--- src/pkg/dcs_pkg.sv ---
// constants and carrier types for the dual clock four stage shift register
// assumes a single 100 MHz ref_clk domain with inputs already synchronous
package dcs_pkg;
  localparam int STAGES = 4;
  localparam int BUF_DEPTH = 2;
  localparam int CLK_PERIOD_NS = 10;
  localparam logic [STAGES-1:0] STAGE_RESET = 4'h0;
  localparam logic [1:0] COUNT_EMPTY = 2'h0;
  localparam logic [1:0] COUNT_FULL = 2'h2;
  localparam int FIELD_STAGE0 = 0;
  localparam int FIELD_STAGE3 = 3;

  typedef struct packed {
    logic [STAGES-1:0] stage;
  } dcs_word_t;

  typedef enum logic [1:0] {
    DCS_SHIFT = 2'b01,
    DCS_LOAD = 2'b10
  } dcs_mode_t;
endpackage : dcs_pkg

--- src/core/dcs_shift_register.sv ---
// four stage register with a serial right shift clock and a parallel load clock
// assumes all inputs synchronous to ref_clk; clocks are sampled as levels
//
// Operation
// - four stages, serial, parallel inputs and outputs
// - update only on selected clock falling edge
// - mode high: load clock falling loads parallel
// - mode low: shift clock falling shifts right
// - listed mode changes leave stages unchanged
`timescale 1ns/1ps
module dcs_shift_register (
  input wire logic ref_clk,
  input wire logic reset,
  input wire logic load_mode_select,
  input wire logic shift_clock_n,
  input wire logic load_clock_n,
  input wire logic serial_in,
  input wire logic [dcs_pkg::STAGES-1:0] parallel_in,
  output logic [dcs_pkg::STAGES-1:0] stage_out,
  output logic update_ready,
  output logic word_valid,
  input wire logic word_ready,
  output dcs_pkg::dcs_word_t word_out
);
  import dcs_pkg::*;

  logic [STAGES-1:0] stages;
  logic shift_clock_prev;
  logic load_clock_prev;
  dcs_word_t buf_mem [BUF_DEPTH];
  logic wr_ptr;
  logic rd_ptr;
  logic [1:0] count;

  wire dcs_mode_t mode = load_mode_select ? DCS_LOAD : DCS_SHIFT;
  wire shift_fall = shift_clock_prev & ~shift_clock_n;
  wire load_fall = load_clock_prev & ~load_clock_n;
  // only the clock chosen by the mode select can move the stages
  wire shift_edge = (mode == DCS_SHIFT) & shift_fall;
  wire load_edge = (mode == DCS_LOAD) & load_fall;
  // a full buffer stalls the register so that no snapshot is lost
  wire buf_full = (count == COUNT_FULL);
  wire push = (shift_edge | load_edge) & ~buf_full;
  wire pop = word_valid & word_ready;
  wire [STAGES-1:0] shifted = {stages[STAGES-2:0], serial_in};
  logic [STAGES-1:0] next_stages;

  always_comb begin
    next_stages = stages;
    case (mode)
      DCS_SHIFT: if (shift_edge && !buf_full) next_stages = shifted;
      DCS_LOAD: if (load_edge && !buf_full) next_stages = parallel_in;
      default: next_stages = stages;
    endcase
  end

  assign stage_out = stages;
  assign update_ready = ~buf_full;
  assign word_valid = (count != COUNT_EMPTY);
  assign word_out = buf_mem[rd_ptr];

  always_ff @(posedge ref_clk) begin
    if (reset) begin
      stages <= STAGE_RESET;
      shift_clock_prev <= 1'b0;
      load_clock_prev <= 1'b0;
    end else begin
      stages <= next_stages;
      shift_clock_prev <= shift_clock_n;
      load_clock_prev <= load_clock_n;
    end
  end

  always_ff @(posedge ref_clk) begin
    if (reset) begin
      wr_ptr <= 1'b0;
      rd_ptr <= 1'b0;
      count <= COUNT_EMPTY;
    end else begin
      if (push) wr_ptr <= ~wr_ptr;
      if (pop) rd_ptr <= ~rd_ptr;
      count <= 2'(count + {1'b0, push} - {1'b0, pop});
    end
  end

  always_ff @(posedge ref_clk) begin
    if (push) buf_mem[wr_ptr] <= '{stage: next_stages};
  end
endmodule : dcs_shift_register

--- config.mk ---
export PLATFORM = sky130hd
export DESIGN_NAME = dcs_shift_register
export DESIGN_NICKNAME = d
export VERILOG_FILES = /design/src/pkg/dcs_pkg.sv /design/src/core/dcs_shift_register.sv
export SDC_FILE = /design/constraint.sdc
export NUM_CORES = 1
export LEC_CHECK = 0
export BUFFER_PORTS_ARGS = -buffer_cell sky130_fd_sc_hd__buf_2
export CAP_MARGIN = 5
export CELL_PAD_IN_SITES_DETAIL_PLACEMENT = 0
export CELL_PAD_IN_SITES_GLOBAL_PLACEMENT = 2
export CORE_ASPECT_RATIO = 0.7
export CORE_MARGIN = 1
export CORE_UTILIZATION = 35
export CTS_CLUSTER_DIAMETER = 80
export DETAILED_ROUTE_END_ITERATION = 12
export PLACE_DENSITY_LB_ADDON = 0.3
export SETUP_SLACK_MARGIN = 0.02
export SLEW_MARGIN = 20
export SYNTH_ARGS = -nofsm -noshare
export SYNTH_HDL_FRONTEND = slang
export SYNTH_SLANG_ARGS = --single-unit
--- constraint.sdc ---
create_clock -name ref_clk -period 3 [get_ports ref_clk]
set_clock_uncertainty 0.2 [all_clocks]
set_input_delay 0.15 -clock ref_clk [delete_from_list [all_inputs] [get_ports ref_clk]]
set_output_delay 0.15 -clock ref_clk [all_outputs]
set_load 0.02 [all_outputs]
==> summary.md <==
| Metric | Value |
|---|---|
| Status | completed |
| R2r setup slk | slightly below 0.8 ns |
| Placed cell count | approximately 130 |
| DRC violations left | 0 |
| DIE AREA | approximately 2800 µm² |
| Yosys reg bits | 19 |
| Combinational cell fraction of total power | 0.278 |
| Clock sinks | 19 |
| Cts bufs inserted | 3 |
| # Max-Cap Violations | 0 |
| Die X | between 60 and 70 µm |
| Req. time, crit path | 2.94 ns |
| Pleak | roughly 0.45 nW |
| # IOs | 21 |
| Non-filler instance count after layout | ~130 |
| Postcts setup bufs | 0 |
| Vias/cell | 4.76 |
| Max clock buf depth | 2 |
| Most area-consuming cells after synthesis | edfxtp_1 27%, dfxtp_1 24%, mux2_2 5.0% |
| Worst setup SP type | primary input |
| Most frequent cells after synthesis | 11 x dfxtp_1, 8 x edfxtp_1, 7 x nand2_1 |
| Netlist area before placement | around 900 µm² |
| Vias in the first global route | around 520 |
| Clk root buf | clkbuf_8 |
| Later-pin clock latency in the skew report | between 0.2 and 0.3 ns |
| Multi-input logic area | just over 400 µm² |
| Area leader, netlist | edfxtp_1 |
| Worst endpoint data arrival time | around 2.4 ns |
| DR vias | between 600 and 700 |
| P&R area growth vs syn | 22.5% |
| Antenna cells | 0 |
| Power Dens Cells | ~620 nW/µm² |
| Final hold viol count | 0 |
| Fin crit share | 0.814 |
| CP Class | in -> reg |
| P_sw | 206 µW |
| RSZ-0062 raised after global routing | no |
| VDD IR-drop max | around 0.32 mV |
| Worst Setup End Kind | register |
| Asr flop ratio synth | 0 |
| Min Tclk post-route | between 2 and 2.5 ns |
| DP Worst Slack | 0.780 ns |
| Post_cts resized | 0 |
| Pin count of the biggest net entering global routing | 12 |
| Unique masters post-synth | 32 |
| Nets | between 100 and 150 |
| First-pass detailed-route iteration total | 6 |
| # setup viols final | 0 |
| Pint | around 480 µW |
| Max Freq | 409 MHz |
| Port Buffers | 20 |
| CTS tree | built |
| Measured slew at the worst slew-check pin | 0.516 ns |
| Post-DP HPWL | around 1.2 mm |
| Setup_tns | 0 ns |
| Worst slew margin relative to its limit | 0.655 |
| CP max FO | 7 |
| Post-Synthesis Cells | 78 |
| Yosys warning total | 0 |
| Chip height | ~44 µm |
| # fillers | 224 |
| CTS clk-pin slew, worst paths | 0.08 ns |
| Mapped Nets | a little over 90 |
| Detail Route Antenna Nets | 0 |
| Share of layout cells above drive strength 1 | 0.392 |
| First-pass GRT wire length | 2.53 mm |
| Register share of total power | 0.465 |
| RePlAce Congestion | 0.755 |
| Register area share after synthesis | 0.510 |
| Number of synthesized flops with an enable pin | 8 |
| Synth top area share | 0.266 |
| Core Region | about 2300 µm² |
| Row count | 14 |
| H-tree depth | 1 |
| Syn Area/Cell | approximately 12 µm² |
| Post-cts hold buffer count | 3 |
| Sw Ratio | 0.302 |
| Most frequent cell after synthesis | dfxtp_1 |
| Hold Crit Class | in -> reg |
| DRT Wirelength | 1.63 mm |
| GR Util All Layers | 0.127 |
| Main synth FF type | dfxtp_1 |
| Reg area | 460 µm² |
| Clock power frac | 0.258 |
| Wire per inst | about 12 µm |
| Initial core utilization | 0.393 |
| Drt first-iter violations | 8 |
| Final Max Slew Viols | 0 |
| Final worst slack | approximately 0.56 ns |
| GR Overflow Total | 0 |
| Initial antenna violation count | 0 |
critical path, stage by stage:
cell and delay (ns):
dlygate4sd3_1 0.53, buf_2 0.12, nor2b_1 0.39, nand3_2 0.17, and2_4 0.18, ha_1 0.27
inv_1 0.06, ha_1 0.15, xor2_1 0.18, xnor2_1 0.13, nor2_1 0.05
flip-flops by register name, indices dropped and copies added (netlist names), named ones only:
register,flops
count,2
shift_clock_prev,1
load_clock_prev,1
stage_out,4
rd_ptr,1
wr_ptr,1
buf_mem,8
per-stage QoR:
stage               hold WS (ns)  utilization  area, µm²  total power, mW
floorplan                 0.0216            -        902            0.466
global placement           0.182        0.448       1030            0.511
detailed placement         0.185        0.448       1030            0.511
CTS                       0.0260        0.481       1100            0.693
global route              0.0403        0.481       1100            0.726
finish                    0.0219        0.481       1100            0.684
cell usage in the layout (no fill, tap or decap), drive strengths merged:
cell type / instances
buf: 20
dfxtp: 11
edfxtp: 8
nand2: 7
nor2b: 6
nor2: 5
nand3: 5
mux2: 4
a21oi: 4
a31oi: 3
clkbuf: 3
dlygate4sd3: 3
inv: 3
and2: 2
a41oi: 2
ha: 2
nand3b: 2
nor3b: 2
xnor2: 2
or2: 1
o22ai: 1
a21boi: 1
nand4: 1
a32oi: 1
xor2: 1
a211oi: 1
clkinv: 1
power groups by stage:
stage	Combinational (mW)	Sequential (mW)	Clock, mW
2_1_floorplan	0.144	0.322	0
3_3_place_gp	0.189	0.323	0
3_5_place_dp	0.188	0.323	0
4_1_cts	0.192	0.318	0.184
5_1_grt	0.208	0.321	0.197
6_report	0.190	0.318	0.176
cell type report:
class / instances / area share
Timing Repair Buffer: 23 / 0.118
Clock buffer: 3 / 0.0374
Tap cell: 32 / 0.0362
Clock inverter: 1 / 0.00453
Sequential cell: 19 / 0.417
Inverter: 3 / 0.0147
Multi-Input combinational cell: 53 / 0.373
logic make-up after synthesis:
kind of cell | count (synthesis) | synth area share
compound gates | 13 | 0.114
xor+xnor | 3 | 0.0375
fa+ha+maj | 2 | 0.0277
buf+inv | 6 | 0.0333
flops | 19 | 0.510
mux | 4 | 0.0499
simple gates | 31 | 0.227
worst paths after layout:
| kind | start | end | cells after the start |
|---|---|---|---|
| setup / recovery | load_clock_n | count[1]$_SDFF_PP0_ | 11 |
| hold / removal | reset | shift_clock_prev$_SDFF_PP0_ | 2 |
| setup reg to reg | load_clock_prev$_SDFF_PP0_ | count[1]$_SDFF_PP0_ | 9 |
| hold reg to reg | stage_out[3]$_SDFF_PP0_ | stage_out[3]$_SDFF_PP0_ | 2 |
layer usage:
metal	global-route usage	share of wire	vias to the layer above
met5	0	0	-
met4	0.0558	0.014	0
met3	0.0464	0.041	4
met2	0.193	0.42	17
met1	0.163	0.52	290
li1	-	-	327
Power figures use the tool's default switching activity.
